===== src/inc/mstdc_regs.svh =====
// register offsets, field positions, reset values and timing counts
`ifndef MSTDC_REGS_SVH
`define MSTDC_REGS_SVH
// ----------------------------------------
// register byte offsets
// ----------------------------------------
`define MSTDC_STATUS_OFS 8'h00
`define MSTDC_OFF_OFS 8'h04
`define MSTDC_BLANK_OFS 8'h08
`define MSTDC_FAST_OFS 8'h0C
// ----------------------------------------
// status field positions
// ----------------------------------------
`define MSTDC_ST_IDX_LSB 0
`define MSTDC_ST_MODE1_LSB 5
`define MSTDC_ST_MODE2_LSB 7
`define MSTDC_ST_RUN_BIT 9
`define MSTDC_ST_HOT_BIT 10
`define MSTDC_ST_LOCK_BIT 11
// ----------------------------------------
// translator constants
// ----------------------------------------
`define MSTDC_HOME_IDX 5'h04
`define MSTDC_HOME_MAG 8'hB4
`define MSTDC_FRAC_HIGH 8'h99
`define MSTDC_FRAC_LOW 8'h36
// ----------------------------------------
// timing
// ----------------------------------------
`define MSTDC_CLK_NS 40
`define MSTDC_T_OFF_NS 38000
`define MSTDC_T_BLANK_NS 950
`define MSTDC_T_FAST_NS 19000
`define MSTDC_OFF_CYC (`MSTDC_T_OFF_NS / `MSTDC_CLK_NS)
`define MSTDC_BLANK_CYC ((`MSTDC_T_BLANK_NS + `MSTDC_CLK_NS - 1) / `MSTDC_CLK_NS)
`define MSTDC_FAST_CYC (`MSTDC_T_FAST_NS / `MSTDC_CLK_NS)
`endif


===== src/inc/mstdc_pkg.sv =====
// shared types of the microstep translator
package mstdc_pkg;
    typedef enum logic [1:0] {MSTDC_SLOW, MSTDC_FAST, MSTDC_MIXED} mstdc_decay_t;
    typedef logic [4:0] mstdc_idx_t;
endpackage : mstdc_pkg


===== src/mstdc_sync.sv =====
// two-flop synchroniser for pin inputs
`timescale 1ns/1ns
module mstdc_sync #(
    parameter int W = 1,
    parameter logic [W-1:0] RST_VAL = '0
) (
    input wire logic i_sys_clk,
    input wire logic i_rst,
    input wire logic [W-1:0] i_d,
    output logic [W-1:0] o_q
);
    logic [W-1:0] meta_r;
    logic [W-1:0] sync_r;

    // meta_r feeds sync_r only
    always_ff @(posedge i_sys_clk) begin
        if (i_rst) begin
            meta_r <= RST_VAL;
            sync_r <= RST_VAL;
        end else begin
            meta_r <= i_d;
            sync_r <= meta_r;
        end
    end

    assign o_q = sync_r;
endmodule : mstdc_sync


===== src/mstdc_bridge.sv =====
// fixed off-time pwm regulator for one full bridge
`timescale 1ns/1ns
module mstdc_bridge
    import mstdc_pkg::*;
#(
    parameter int CNT_W = 16
) (
    input wire logic i_sys_clk,
    input wire logic i_rst,
    input wire logic i_run,
    input wire mstdc_decay_t i_mode,
    input wire logic i_trip,
    input wire logic [CNT_W-1:0] i_off_cyc,
    input wire logic [CNT_W-1:0] i_blank_cyc,
    input wire logic [CNT_W-1:0] i_fast_cyc,
    output logic o_source,
    output logic o_sink
);
    typedef enum logic [1:0] {BR_IDLE, BR_ON, BR_FAST, BR_SLOW} mstdc_br_state_t;

    mstdc_br_state_t st_r, st_nxt;
    logic [CNT_W-1:0] cnt_r, blk_r, fast_rem;
    mstdc_decay_t mode_r;
    logic trip_ok, cnt_end, src_r, snk_r;

    // ----------------------------------------
    // decode
    // ----------------------------------------
    assign trip_ok = i_trip && (blk_r == '0);
    assign cnt_end = (cnt_r <= CNT_W'(1));
    // fast part longer than off-time means fast for the whole off-time
    assign fast_rem = (i_fast_cyc >= i_off_cyc) ? '0 : i_off_cyc - i_fast_cyc;

    // next state
    always_comb begin
        st_nxt = st_r;
        case (st_r)
            BR_IDLE: st_nxt = BR_ON;
            BR_ON: begin
                if (trip_ok) begin
                    st_nxt = (i_mode == MSTDC_SLOW) ? BR_SLOW : BR_FAST;
                end
            end
            BR_FAST: begin
                if (cnt_end) begin
                    st_nxt = BR_ON;
                end else if (mode_r == MSTDC_MIXED && cnt_r <= fast_rem) begin
                    st_nxt = BR_SLOW;
                end
            end
            BR_SLOW: begin
                if (cnt_end) begin
                    st_nxt = BR_ON;
                end
            end
            default: st_nxt = BR_IDLE;
        endcase
        if (!i_run) begin
            st_nxt = BR_IDLE;
        end
    end

    // state, off-time and blanking counters
    always_ff @(posedge i_sys_clk) begin
        if (i_rst) begin
            st_r <= BR_IDLE;
            cnt_r <= '0;
            blk_r <= '0;
            mode_r <= MSTDC_MIXED;
        end else begin
            st_r <= st_nxt;
            if (st_r == BR_ON && st_nxt != BR_ON && i_run) begin
                cnt_r <= i_off_cyc;
                mode_r <= i_mode;
            end else if (cnt_r != '0) begin
                cnt_r <= cnt_r - CNT_W'(1);
            end
            if (st_nxt != st_r && st_nxt != BR_IDLE) begin
                blk_r <= i_blank_cyc;
            end else if (blk_r != '0) begin
                blk_r <= blk_r - CNT_W'(1);
            end
        end
    end

    // drivers registered from the next state
    always_ff @(posedge i_sys_clk) begin
        if (i_rst) begin
            src_r <= 1'h0;
            snk_r <= 1'h0;
        end else begin
            src_r <= (st_nxt == BR_ON);
            snk_r <= (st_nxt == BR_ON) || (st_nxt == BR_SLOW);
        end
    end

    assign o_source = src_r;
    assign o_sink = snk_r;
endmodule : mstdc_bridge


===== src/mstdc_top.sv =====
// microstep translator with automatic decay selection and apb registers
//
// The implementer's own choices: the register offsets and the APB interface to the registers.
`timescale 1ns/1ns
`include "mstdc_regs.svh"
module mstdc_top
    import mstdc_pkg::*;
#(
    parameter int CNT_W = 16
) (
    input wire logic i_sys_clk,
    input wire logic i_rst,
    input wire logic i_psel,
    input wire logic i_penable,
    input wire logic i_pwrite,
    input wire logic [7:0] i_paddr,
    input wire logic [31:0] i_pwdata,
    output logic [31:0] o_prdata,
    output logic o_pready,
    output logic o_pslverr,
    input wire logic i_step,
    input wire logic i_dir,
    input wire logic i_resolution_select_a,
    input wire logic i_resolution_select_b,
    input wire logic i_reset_n,
    input wire logic i_enable_n,
    input wire logic i_sleep_n,
    input wire logic i_thermal_fault,
    input wire logic i_supply_lockout,
    input wire logic i_ph1_current_trip,
    input wire logic i_ph2_current_trip,
    input wire logic [7:0] i_decay_fraction_level,
    output logic [7:0] o_ph1_dac,
    output logic o_ph1_reverse,
    output logic o_ph1_source,
    output logic o_ph1_sink,
    output logic [7:0] o_ph2_dac,
    output logic o_ph2_reverse,
    output logic o_ph2_source,
    output logic o_ph2_sink
);
    // ----------------------------------------
    // parameter check
    // ----------------------------------------
    if (CNT_W < 11 || CNT_W > 31) begin : g_bad_cnt
        $error("CNT_W must be 11 to 31");
    end

    // ----------------------------------------
    // functions
    // ----------------------------------------
    // quarter-wave magnitude table, 0 to 90 degrees in eighth steps
    function automatic logic [7:0] wave_tbl(input logic [3:0] k);
        case (k)
            4'h0: wave_tbl = 8'hFF;
            4'h1: wave_tbl = 8'hFA;
            4'h2: wave_tbl = 8'hEC;
            4'h3: wave_tbl = 8'hD4;
            4'h4: wave_tbl = 8'hB4;
            4'h5: wave_tbl = 8'h8E;
            4'h6: wave_tbl = 8'h62;
            4'h7: wave_tbl = 8'h32;
            default: wave_tbl = 8'h00;
        endcase
    endfunction : wave_tbl

    // cosine magnitude at an index; period is 16 in magnitude
    function automatic logic [7:0] mag_of(input mstdc_idx_t p);
        logic [3:0] r;
        r = p[3:0];
        mag_of = (r <= 4'h8) ? wave_tbl(r) : wave_tbl(4'(5'h10 - {1'h0, r}));
    endfunction : mag_of

    // cosine negative between 90 and 270 degrees
    function automatic logic neg_of(input mstdc_idx_t p);
        neg_of = (p > 5'h08) && (p < 5'h18);
    endfunction : neg_of

    // phase 2 is phase 1 shifted back a quarter turn
    function automatic mstdc_idx_t ph_idx(input mstdc_idx_t p, input int g);
        ph_idx = (g == 0) ? p : 5'(p - 5'h08);
    endfunction : ph_idx

    // increment per step from the select pins
    function automatic mstdc_idx_t step_inc(input logic a, input logic b);
        case ({b, a})
            2'h0: step_inc = 5'h08;
            2'h1: step_inc = 5'h04;
            2'h2: step_inc = 5'h02;
            default: step_inc = 5'h01;
        endcase
    endfunction : step_inc

    // ----------------------------------------
    // pin synchronisers
    // ----------------------------------------
    // reset value holds the device at home until pins are seen
    localparam logic [18:0] SYNC_RST = {8'h00, 1'h0, 1'h0, 1'h1, 1'h0, 1'h0,
        1'h1, 1'h0, 4'h0};

    logic [18:0] pin_raw, pin_s;
    logic step_s, dir_s, sel_a_s, sel_b_s, reset_n_s, enable_n_s;
    logic sleep_n_s, hot_s, lock_s;
    logic [1:0] trip_s;
    logic [7:0] frac_s;

    assign pin_raw = {i_decay_fraction_level, i_ph2_current_trip, i_ph1_current_trip,
        i_supply_lockout, i_thermal_fault, i_sleep_n, i_enable_n, i_reset_n,
        i_resolution_select_b, i_resolution_select_a, i_dir, i_step};

    mstdc_sync #(
        .W(19),
        .RST_VAL(SYNC_RST)
    ) u_sync (
        .i_sys_clk(i_sys_clk),
        .i_rst(i_rst),
        .i_d(pin_raw),
        .o_q(pin_s)
    );

    assign step_s = pin_s[0];
    assign dir_s = pin_s[1];
    assign sel_a_s = pin_s[2];
    assign sel_b_s = pin_s[3];
    assign reset_n_s = pin_s[4];
    assign enable_n_s = pin_s[5];
    assign sleep_n_s = pin_s[6];
    assign hot_s = pin_s[7];
    assign lock_s = pin_s[8];
    assign trip_s = pin_s[10:9];
    assign frac_s = pin_s[18:11];

    // ----------------------------------------
    // translator
    // ----------------------------------------
    mstdc_idx_t idx_r, idx_nxt, inc, idx_fwd, idx_bwd;
    logic step_d_r, step_ok, home, run;
    mstdc_decay_t frac_mode;
    logic [7:0] frac_d_r, frac_r;

    // home forced by reset pin, supply lockout or sleep
    assign home = !reset_n_s || lock_s || !sleep_n_s;
    // enable pin never gates the translator
    assign step_ok = step_s && !step_d_r && !home;
    assign run = reset_n_s && sleep_n_s && !lock_s && !hot_s && !enable_n_s;
    // selects read at the step edge only
    assign inc = step_inc(sel_a_s, sel_b_s);
    assign idx_fwd = 5'(idx_r + inc);
    assign idx_bwd = 5'(idx_r - inc);
    assign idx_nxt = home ? `MSTDC_HOME_IDX : !step_ok ? idx_r
        : dir_s ? idx_fwd : idx_bwd;

    // thresholds on the digitised fraction level
    assign frac_mode = (frac_r > `MSTDC_FRAC_HIGH) ? MSTDC_SLOW
        : (frac_r < `MSTDC_FRAC_LOW) ? MSTDC_FAST : MSTDC_MIXED;

    // the level is a bus of pins: a code caught mid-change is only taken once it repeats
    always_ff @(posedge i_sys_clk) begin
        if (i_rst) begin
            frac_d_r <= 8'h00;
            frac_r <= 8'h00;
        end else begin
            frac_d_r <= frac_s;
            frac_r <= (frac_s == frac_d_r) ? frac_s : frac_r;
        end
    end

    // position and step edge detector
    always_ff @(posedge i_sys_clk) begin
        if (i_rst) begin
            idx_r <= `MSTDC_HOME_IDX;
            step_d_r <= 1'h0;
        end else begin
            idx_r <= idx_nxt;
            step_d_r <= step_s;
        end
    end

    // ----------------------------------------
    // per-phase levels, decay and bridges
    // ----------------------------------------
    logic [7:0] dac_r [2];
    logic rev_r [2];
    mstdc_decay_t mode_r [2];
    logic [7:0] mag_new [2];
    logic neg_new [2];
    mstdc_decay_t mode_nxt [2];
    logic src [2];
    logic snk [2];
    logic [CNT_W-1:0] off_r, blank_r, fast_r;

    for (genvar g = 0; g < 2; g++) begin : g_ph
        assign mag_new[g] = mag_of(ph_idx(idx_nxt, g));
        assign neg_new[g] = neg_of(ph_idx(idx_nxt, g));
        // falling level follows the fraction input, else slow
        assign mode_nxt[g] = home ? MSTDC_MIXED : !step_ok ? mode_r[g]
            : (mag_new[g] < dac_r[g]) ? frac_mode : MSTDC_SLOW;

        mstdc_bridge #(
            .CNT_W(CNT_W)
        ) u_bridge (
            .i_sys_clk(i_sys_clk),
            .i_rst(i_rst),
            .i_run(run),
            .i_mode(mode_r[g]),
            .i_trip(trip_s[g]),
            .i_off_cyc(off_r),
            .i_blank_cyc(blank_r),
            .i_fast_cyc(fast_r),
            .o_source(src[g]),
            .o_sink(snk[g])
        );
    end

    // levels and polarity follow the next index
    always_ff @(posedge i_sys_clk) begin
        for (int g = 0; g < 2; g++) begin
            if (i_rst) begin
                dac_r[g] <= `MSTDC_HOME_MAG;
                rev_r[g] <= 1'h0;
                mode_r[g] <= MSTDC_MIXED;
            end else begin
                dac_r[g] <= mag_new[g];
                rev_r[g] <= neg_new[g];
                mode_r[g] <= mode_nxt[g];
            end
        end
    end

    assign o_ph1_dac = dac_r[0];
    assign o_ph1_reverse = rev_r[0];
    assign o_ph1_source = src[0];
    assign o_ph1_sink = snk[0];
    assign o_ph2_dac = dac_r[1];
    assign o_ph2_reverse = rev_r[1];
    assign o_ph2_source = src[1];
    assign o_ph2_sink = snk[1];

    // ----------------------------------------
    // apb slave
    // ----------------------------------------
    logic acc, done, wr, hit;
    logic pready_r, pslverr_r;
    logic [31:0] prdata_r, rd_mux, status;

    // one wait cycle: pready rises in the second access cycle
    assign acc = i_psel && i_penable && !pready_r;
    assign done = i_psel && i_penable && pready_r;
    assign wr = done && i_pwrite;
    assign hit = (i_paddr == `MSTDC_STATUS_OFS) || (i_paddr == `MSTDC_OFF_OFS)
        || (i_paddr == `MSTDC_BLANK_OFS) || (i_paddr == `MSTDC_FAST_OFS);

    // status word, unused bits read zero
    always_comb begin
        status = 32'h0;
        status[`MSTDC_ST_IDX_LSB +: 5] = idx_r;
        status[`MSTDC_ST_MODE1_LSB +: 2] = mode_r[0];
        status[`MSTDC_ST_MODE2_LSB +: 2] = mode_r[1];
        status[`MSTDC_ST_RUN_BIT] = run;
        status[`MSTDC_ST_HOT_BIT] = hot_s;
        status[`MSTDC_ST_LOCK_BIT] = lock_s;
    end

    assign rd_mux = (i_paddr == `MSTDC_STATUS_OFS) ? status
        : (i_paddr == `MSTDC_OFF_OFS) ? 32'(off_r)
        : (i_paddr == `MSTDC_BLANK_OFS) ? 32'(blank_r)
        : (i_paddr == `MSTDC_FAST_OFS) ? 32'(fast_r) : 32'h0;

    // handshake and read data
    always_ff @(posedge i_sys_clk) begin
        if (i_rst) begin
            pready_r <= 1'h0;
            pslverr_r <= 1'h0;
            prdata_r <= 32'h0;
        end else begin
            pready_r <= acc;
            pslverr_r <= acc && !hit;
            prdata_r <= (acc && !i_pwrite) ? rd_mux : 32'h0;
        end
    end

    // timing registers; status is read-only and ignores writes
    always_ff @(posedge i_sys_clk) begin
        if (i_rst) begin
            off_r <= CNT_W'(`MSTDC_OFF_CYC);
            blank_r <= CNT_W'(`MSTDC_BLANK_CYC);
            fast_r <= CNT_W'(`MSTDC_FAST_CYC);
        end else if (wr) begin
            if (i_paddr == `MSTDC_OFF_OFS) begin
                off_r <= i_pwdata[CNT_W-1:0];
            end
            if (i_paddr == `MSTDC_BLANK_OFS) begin
                blank_r <= i_pwdata[CNT_W-1:0];
            end
            if (i_paddr == `MSTDC_FAST_OFS) begin
                fast_r <= i_pwdata[CNT_W-1:0];
            end
        end
    end

    assign o_prdata = prdata_r;
    assign o_pready = pready_r;
    assign o_pslverr = pslverr_r;
endmodule : mstdc_top


===== config.mk =====
export PLATFORM = sky130hd
export DESIGN_NAME = mstdc_top
export DESIGN_NICKNAME = d
export VERILOG_FILES = /design/src/inc/mstdc_pkg.sv /design/src/mstdc_sync.sv /design/src/mstdc_bridge.sv /design/src/mstdc_top.sv
export VERILOG_INCLUDE_DIRS = /design/src /design/src/inc
export SDC_FILE = /design/constraint.sdc
export NUM_CORES = 1
export LEC_CHECK = 0
export ABC_AREA = 0
export BUFFER_PORTS_ARGS = -buffer_cell sky130_fd_sc_hd__buf_2
export CORE_MARGIN = 3
export CORE_UTILIZATION = 35
export CTS_BUF_LIST = sky130_fd_sc_hd__clkbuf_16
export DETAILED_ROUTE_END_ITERATION = 6
export PLACE_DENSITY = 0.6
export SYNTH_ARGS = -nofsm -noshare
export SYNTH_HDL_FRONTEND = slang
export SYNTH_SLANG_ARGS = --single-unit

===== constraint.sdc =====
create_clock -name i_sys_clk -period 7 [get_ports i_sys_clk]
set_input_delay 0.7 -clock i_sys_clk [delete_from_list [all_inputs] [get_ports i_sys_clk]]
set_output_delay 0.7 -clock i_sys_clk [all_outputs]
set_load 0.02 [all_outputs]

# After elaboration in Yosys (flattened, before gate mapping)
# Memories as Yosys holds them, arrays and structs flattened.
# Cells that the tools add are included.
# op_classes
n_shift,0
n_mux,54
reduce_logical,65
add_sub_neg,10
magnitude_cmp,15
n_bitwise,7
n_div,0
mul,0
n_eq_ne,22
# ops
operator,n
$mux 16,12
$mux 8,8
$reduce_bool 16->1,4
$sub 16x1->16 const B,4
$mux 2,20
$le 16x1->1 const B,2
$le 16x16->1,2
$logic_not 16->1,2
$logic_and 1x1->1,24
$eq 2x2->1 const B,9
$eq 8x4->1 const B,2
$ge 16x16->1,1
$lt 8x8->1,2
$pmux 2 s4,2
$sub 16x16->16,1
$mux 5,3
$mux 12,1
$pmux 4 s3,1
$reduce_bool 2->1,6
$eq 2x1->1 const B,5
$gt 5x4->1 const B,2
$logic_not 1->1,10
$logic_not 2->1,5
$lt 5x5->1 const B,2
20 further kinds,43
# totals
reg_bits,218
n_memories,7
mem_bits_rw,22
word_cells,206
inputBits,64
latchBits,0
mem_bits_ro,256
# memory_table
memory,words,width,rd,rd_clocked_by_memory_dff,wr,line_no,text
(no name shown),8,8,1,0,0,mstdc_top.sv:54,case (k)
(no name shown),8,8,1,0,0,mstdc_top.sv:54,
(no name shown),8,8,1,0,0,mstdc_top.sv:54,
(no name shown),8,8,1,0,0,mstdc_top.sv:54,
dac_r,2,8,2,0,2,mstdc_top.sv:182,logic [7:0] dac_r [2];
mode_r,2,2,2,0,2,mstdc_top.sv:184,mstdc_decay_t mode_r [2];
+1 memories,n/a,n/a,n/a,n/a,n/a,n/a,

# Depth between registers and ports, before layout
# An unclocked memory read counts as a cell.
# logic_depth
depth_word,17
mapped_depth,21

# By module
# Synthesis repeated with hierarchy kept, for this count alone.
# hier_totals
cells_unflattened,1570
hier_area_um2,13125.1
# by_module_without_submodules
module,instances,seq_area_each_um2,area_per_inst_um2,cells_per_inst
mstdc_top,1,2182.1,5561.6,658
mstdc_bridge at g_ph[0].u_bridge,1,740.7,3293.2,407
mstdc_bridge at g_ph[1].u_bridge,1,740.7,3233.1,425
mstdc_sync,1,760.7,1037.2,80

# Worst setup path after synthesis
# OpenSTA, ideal clock, no wires.
# synth_path
path_type,flip-flop to flip-flop
start,register off_r[0]
end,register g_ph[0].u_bridge.blk_r[10]
setup_ps,121
t_required_ps,6879
t_arrival_ps,4327
synth_period_minus_slack_ps,4448
path_stages_with_launch,19
setup_slack_ps,2552
path_buffers,1
cell_sequence,dfxtp_1 inv_1 ha_1 inv_1 fa_1 a211oi_1 o21ai_0 a2111oi_0 o31ai_1 xnor2_1 nand2_1 ha_1 nand4_1 nor3_1 o311a_1 o31ai_1 o211ai_1 buf_2 mux2_2
# synth_between
elab_chain_len,11
word_cells_on_any_way,14
cone_classes,add/sub (1); order compare (2); eq/ne (1); mux (6); reduce/logical (4)
# synth_lines
element,line_no,text
start: declaration,mstdc_top.sv:190,"logic [CNT_W-1:0] off_r, blank_r, fast_r;"
start signal: assignment,mstdc_top.sv:285,off_r <= CNT_W'(`MSTDC_OFF_CYC);
start signal: assignment,mstdc_top.sv:290,off_r <= i_pwdata[CNT_W-1:0];
$sub 16x16->16 or $ge 16x16->1 (tied branches),mstdc_bridge.sv:32,assign fast_rem = (i_fast_cyc >= i_off_cyc) ? '0 : i_off_cyc - i_fast_cyc;
$mux 16 (*),mstdc_bridge.sv:32,
$le 16x16->1 (*),mstdc_bridge.sv:47,end else if (mode_r == MSTDC_MIXED && cnt_r <= fast_rem) begin
$logic_and 1x1->1 (*),mstdc_bridge.sv:47,
$mux 2 (*),mstdc_bridge.sv:47,
$mux 2 (*),mstdc_bridge.sv:45,if (cnt_end) begin
$pmux 2 s4 (*),mstdc_bridge.sv:37,case (st_r)
$mux 2 (*),mstdc_bridge.sv:58,if (!i_run) begin
$ne 2x2->1 or $reduce_bool 2->1 (tied branches),mstdc_bridge.sv:78,if (st_nxt != st_r && st_nxt != BR_IDLE) begin
$logic_and 1x1->1 (*),mstdc_bridge.sv:78,
$mux 16 or $reduce_bool 2->1 (tied branches),n/a,
end signal: assignment,mstdc_bridge.sv:79,blk_r <= i_blank_cyc;
end signal: assignment,mstdc_bridge.sv:81,blk_r <= blk_r - CNT_W'(1);
end: declaration,mstdc_bridge.sv:22,"logic [CNT_W-1:0] cnt_r, blk_r, fast_rem;"
# Every way passes the cells marked *; elsewhere a longest branch is shown, timed or not.
# A chain may end at the register's enable or synchronous reset.

# Worst setup path after layout
# layout_path
start,register off_r[0]
end,register g_ph[0].u_bridge.blk_r[9]
# Same word-level chain as after synthesis.

==> results.md <==
* Post-detailed-routing wire length at 34500 µm
* Run status: completed
* CP peak stage delay at 0.48 ns
* GRT met1 Usage at 25.5%
* Crit-path cells: inv_1 > ha_1 > inv_1 > fa_1 > a211oi_1 > o21ai_0 > o2111ai_1 > a21bo_2 > nand2_1 > nand3b_1 > ha_1 > a211oi_1 > nand2_1 > o311a_1 > o31ai_1 > o211ai_1 > buf_4 > mux2_2
* Die Area at 0.0368 mm²
* Hold depth at 2
* Period utilization at 73.8%
* DR WL/cell at 17.4 µm
* I/O Buffers at 87
* Period minus WS final at 5.16 ns
* Arr. time, crit path at 5.57 ns
* Fin. Hold Viols at 0
* Initial core utilization at 35.8%
* DRC Markers at 0
* Pin count of the biggest net entering global routing at 81
* Commonest non-fill, non-tap cells in the layout: dfxtp_1 (221), nand2_1 (204), a21oi_1 (113)
* Clock network fraction of total power at 34.1%
* Final setup fails at 0
* Worst-path clk slew at 0.06 ns
* Total GRT Usage at 18.3%
* Crit. End Element: register
* Sw Ratio at 33.3%
* Vias in the first global route at 9822
* CTS tree: done
* Antenna cells at 0
* Synthesized cell area at 0.0121 mm²
* Grt met2 use at 29.5%
* Number of synthesized flops with an enable pin at 0
* Row count at 67
* Worst-Margin Slew at 0.960 ns
* Placed Cells at 1933
* Core ar. at 0.0338 mm²
* Antenna violations before repair at 0
* Final Max Tran Viols at 0
* Flops & latches, synth at 221
* Placer Congestion at 0.906
* ANT nets after route at 0
* Final core utilization at 41.0%
* Ys async rst share at 0%
* Clk_skew at 0.0173 ns
* H-tree levels at 1
* Worst slew margin at 35.7%
* FF-to-FF Start: off_r[0]
* Sequential share of the synthesized area at 36.6%
* Layout area overhead at 14.6%
* Combinational Power Share at 30.6%
* Critical path class: register to register
* Chip height at 192 µm
* Clk sink count at 221
* First-pass GRT wire length at 53500 µm
* Worst-skew pair later-pin latency at 0.54 ns
* Power Density at 323 mW/mm²
* GRT Max-Usage Layer: met2
* Layout cells sized above 1 at 12.1%
* Fmax at 0.194 GHz
* Critical path launch point type: register
* Worst EP required at 7.41 ns
* # IOs at 120
* Synth cell types at 75
* RSZ-0062 raised after global routing: no
* Leading cell type in the layout, fill and taps excluded: dfxtp_1
* Final setup TNS at 0 ns
* Hold_sp: i_supply_lockout
* Drt pass-1 iters at 5
* Worst Reg2Reg Path Length in Cells at 18
* Vias per cell at 5.30
* Synth warnings at 0
* Final nets at 1659
* CP Max Fanout at 16
* WHS at 0.354 ns
* CTS max path bufs at 3
* CP max-delay cell: o31ai_1
* Root Driver: clkbuf_16
* Global route overflow at 0
* Power Internal at 2.99 mW
* Cts repair resizes at 0
* Syn avg cell area at 8.31 µm²
* Max VDD drop at 0.000184 V
* Post-DP HPWL at 25200 µm
* Synth Instances at 1455
* Die X at 192 µm
* Most common flop cell mapped by yosys: dfxtp_1
* CTS Buf Count at 27
* Final Cell Area at 0.0139 mm²
* Critical path origin: off_r[0]
* Worst hold path class: input pin to register
* Area after DPL at 0.0129 mm²
* Setup bufs post-CTS at 0
* Drt first-iter violations at 755
* Finished Layout Cells at 1982
* Flop pwr share at 35.2%
* Max cap viols at 0
* Leak at 5.87 nW
* Via count at 10500
* Hold-fix buffers, CTS at 0
* Sw power at 1.49 mW
* GR met3 Demand/Resource at 2.59%
## registers in the layout, indices dropped and copies added, names as in the netlist, 3 cells and up
name                  cells
u_sync.meta_r            19
off_r                    16
frac_r                    7
u_sync.o_q               19
fast_r                   16
g_ph.u_bridge.cnt_r      32
idx_r                     5
frac_d_r                  8
blank_r                  16
g_ph.u_bridge.st_r        3
g_ph.u_bridge.mode_r      4
o_prdata                 16
g_ph.u_bridge.blk_r      32
dac_r                    16
mode_r                    4
## final cells by class
cell class,count,area [µm²]
clock buffer,27,676
clock inverter,22,302
fill,3386,19900
inverter,63,236
multi-input combinational,1102,7130
sequential,221,4420
tap,448,561
timing repair buffer,99,528
## worst max-delay path: cells and delay by family, from the launching register on
family | cells | cell delay [ns]
simple gates | 3 | 0.71
buf+inv | 3 | 0.40
compound gates | 8 | 2.34
flops | 1 | 0.39
fa+ha+maj | 3 | 0.89
mux | 1 | 0.30
## layer usage
layer  share of wire, %  up-vias
li1                   -     5238
met1                 47     4923
met2                 45      274
met3                5.6       61
met4                2.8        0
met5                  0        -
## power groups by stage
stage | clock, mW | sequential [mW] | combinational, mW
floorplan | 0 | 1.55 | 1.09
global placement | 0 | 1.60 | 1.32
detailed placement | 0 | 1.60 | 1.35
CTS | 1.56 | 1.57 | 1.36
global route | 1.62 | 1.60 | 1.55
finish | 1.53 | 1.58 | 1.37
## kinds of logic (layout without fill, tap and decap cells)
group           count (synthesis)  count (layout)  share of synthesized area (%)
simple gates                  569             569                           23.2
buf+inv                       147             211                           5.16
xor+xnor                       54              54                           3.91
mux                            69              69                           5.96
compound gates                313             313                           16.7
fa+ha+maj                      81              81                           8.50
other cells                     1              16                         0.0310
flops                         221             221                           36.6
## Yosys cell counts (7+ instances only)
cell	count	area, µm²
a22oi_1	13	97.6
mux2_2	16	180
nor2_1	97	364
nand3b_1	7	52.6
nor2b_1	64	400
nand2_1	204	766
clkbuf_1	62	233
o31ai_1	9	67.6
xnor2_1	30	263
a211oi_1	16	120
a21o_1	11	82.6
xor2_1	24	210
o211ai_1	17	128
or2_2	11	68.8
nor3_1	46	230
inv_1	63	236
o21ai_0	57	285
nand2b_1	7	43.8
o21a_1	9	67.6
nand4_1	13	81.3
nor4_1	19	119
a2111oi_0	8	70.1
and2_1	8	50.1
nor3b_1	8	60.1
or3_1	22	138
mux2i_1	51	510
dfxtp_1	221	4420
o311ai_0	11	96.3
or4_1	11	82.6
a21oi_1	113	566
ha_1	79	988
buf_4	16	120
nand3_1	29	145
## per-stage QoR
step	setup WS [ns]	power, mW
after floorplan	2.55	2.65
after global placement	1.97	2.92
after detailed placement	1.94	2.95
after CTS	1.91	4.50
after global routing	1.50	4.76
final	1.84	4.48
## worst paths after layout
check | to | slack [ns]
worst max-delay path | g_ph[0].u_bridge.blk_r[9] | 1.84
worst min-delay path | u_sync.meta_r[8] | 0.35
worst max register to register | g_ph[0].u_bridge.blk_r[9] | 1.84
worst min register to register | u_sync.o_q[8] | 0.41
(Power assumes the default switching activity.)
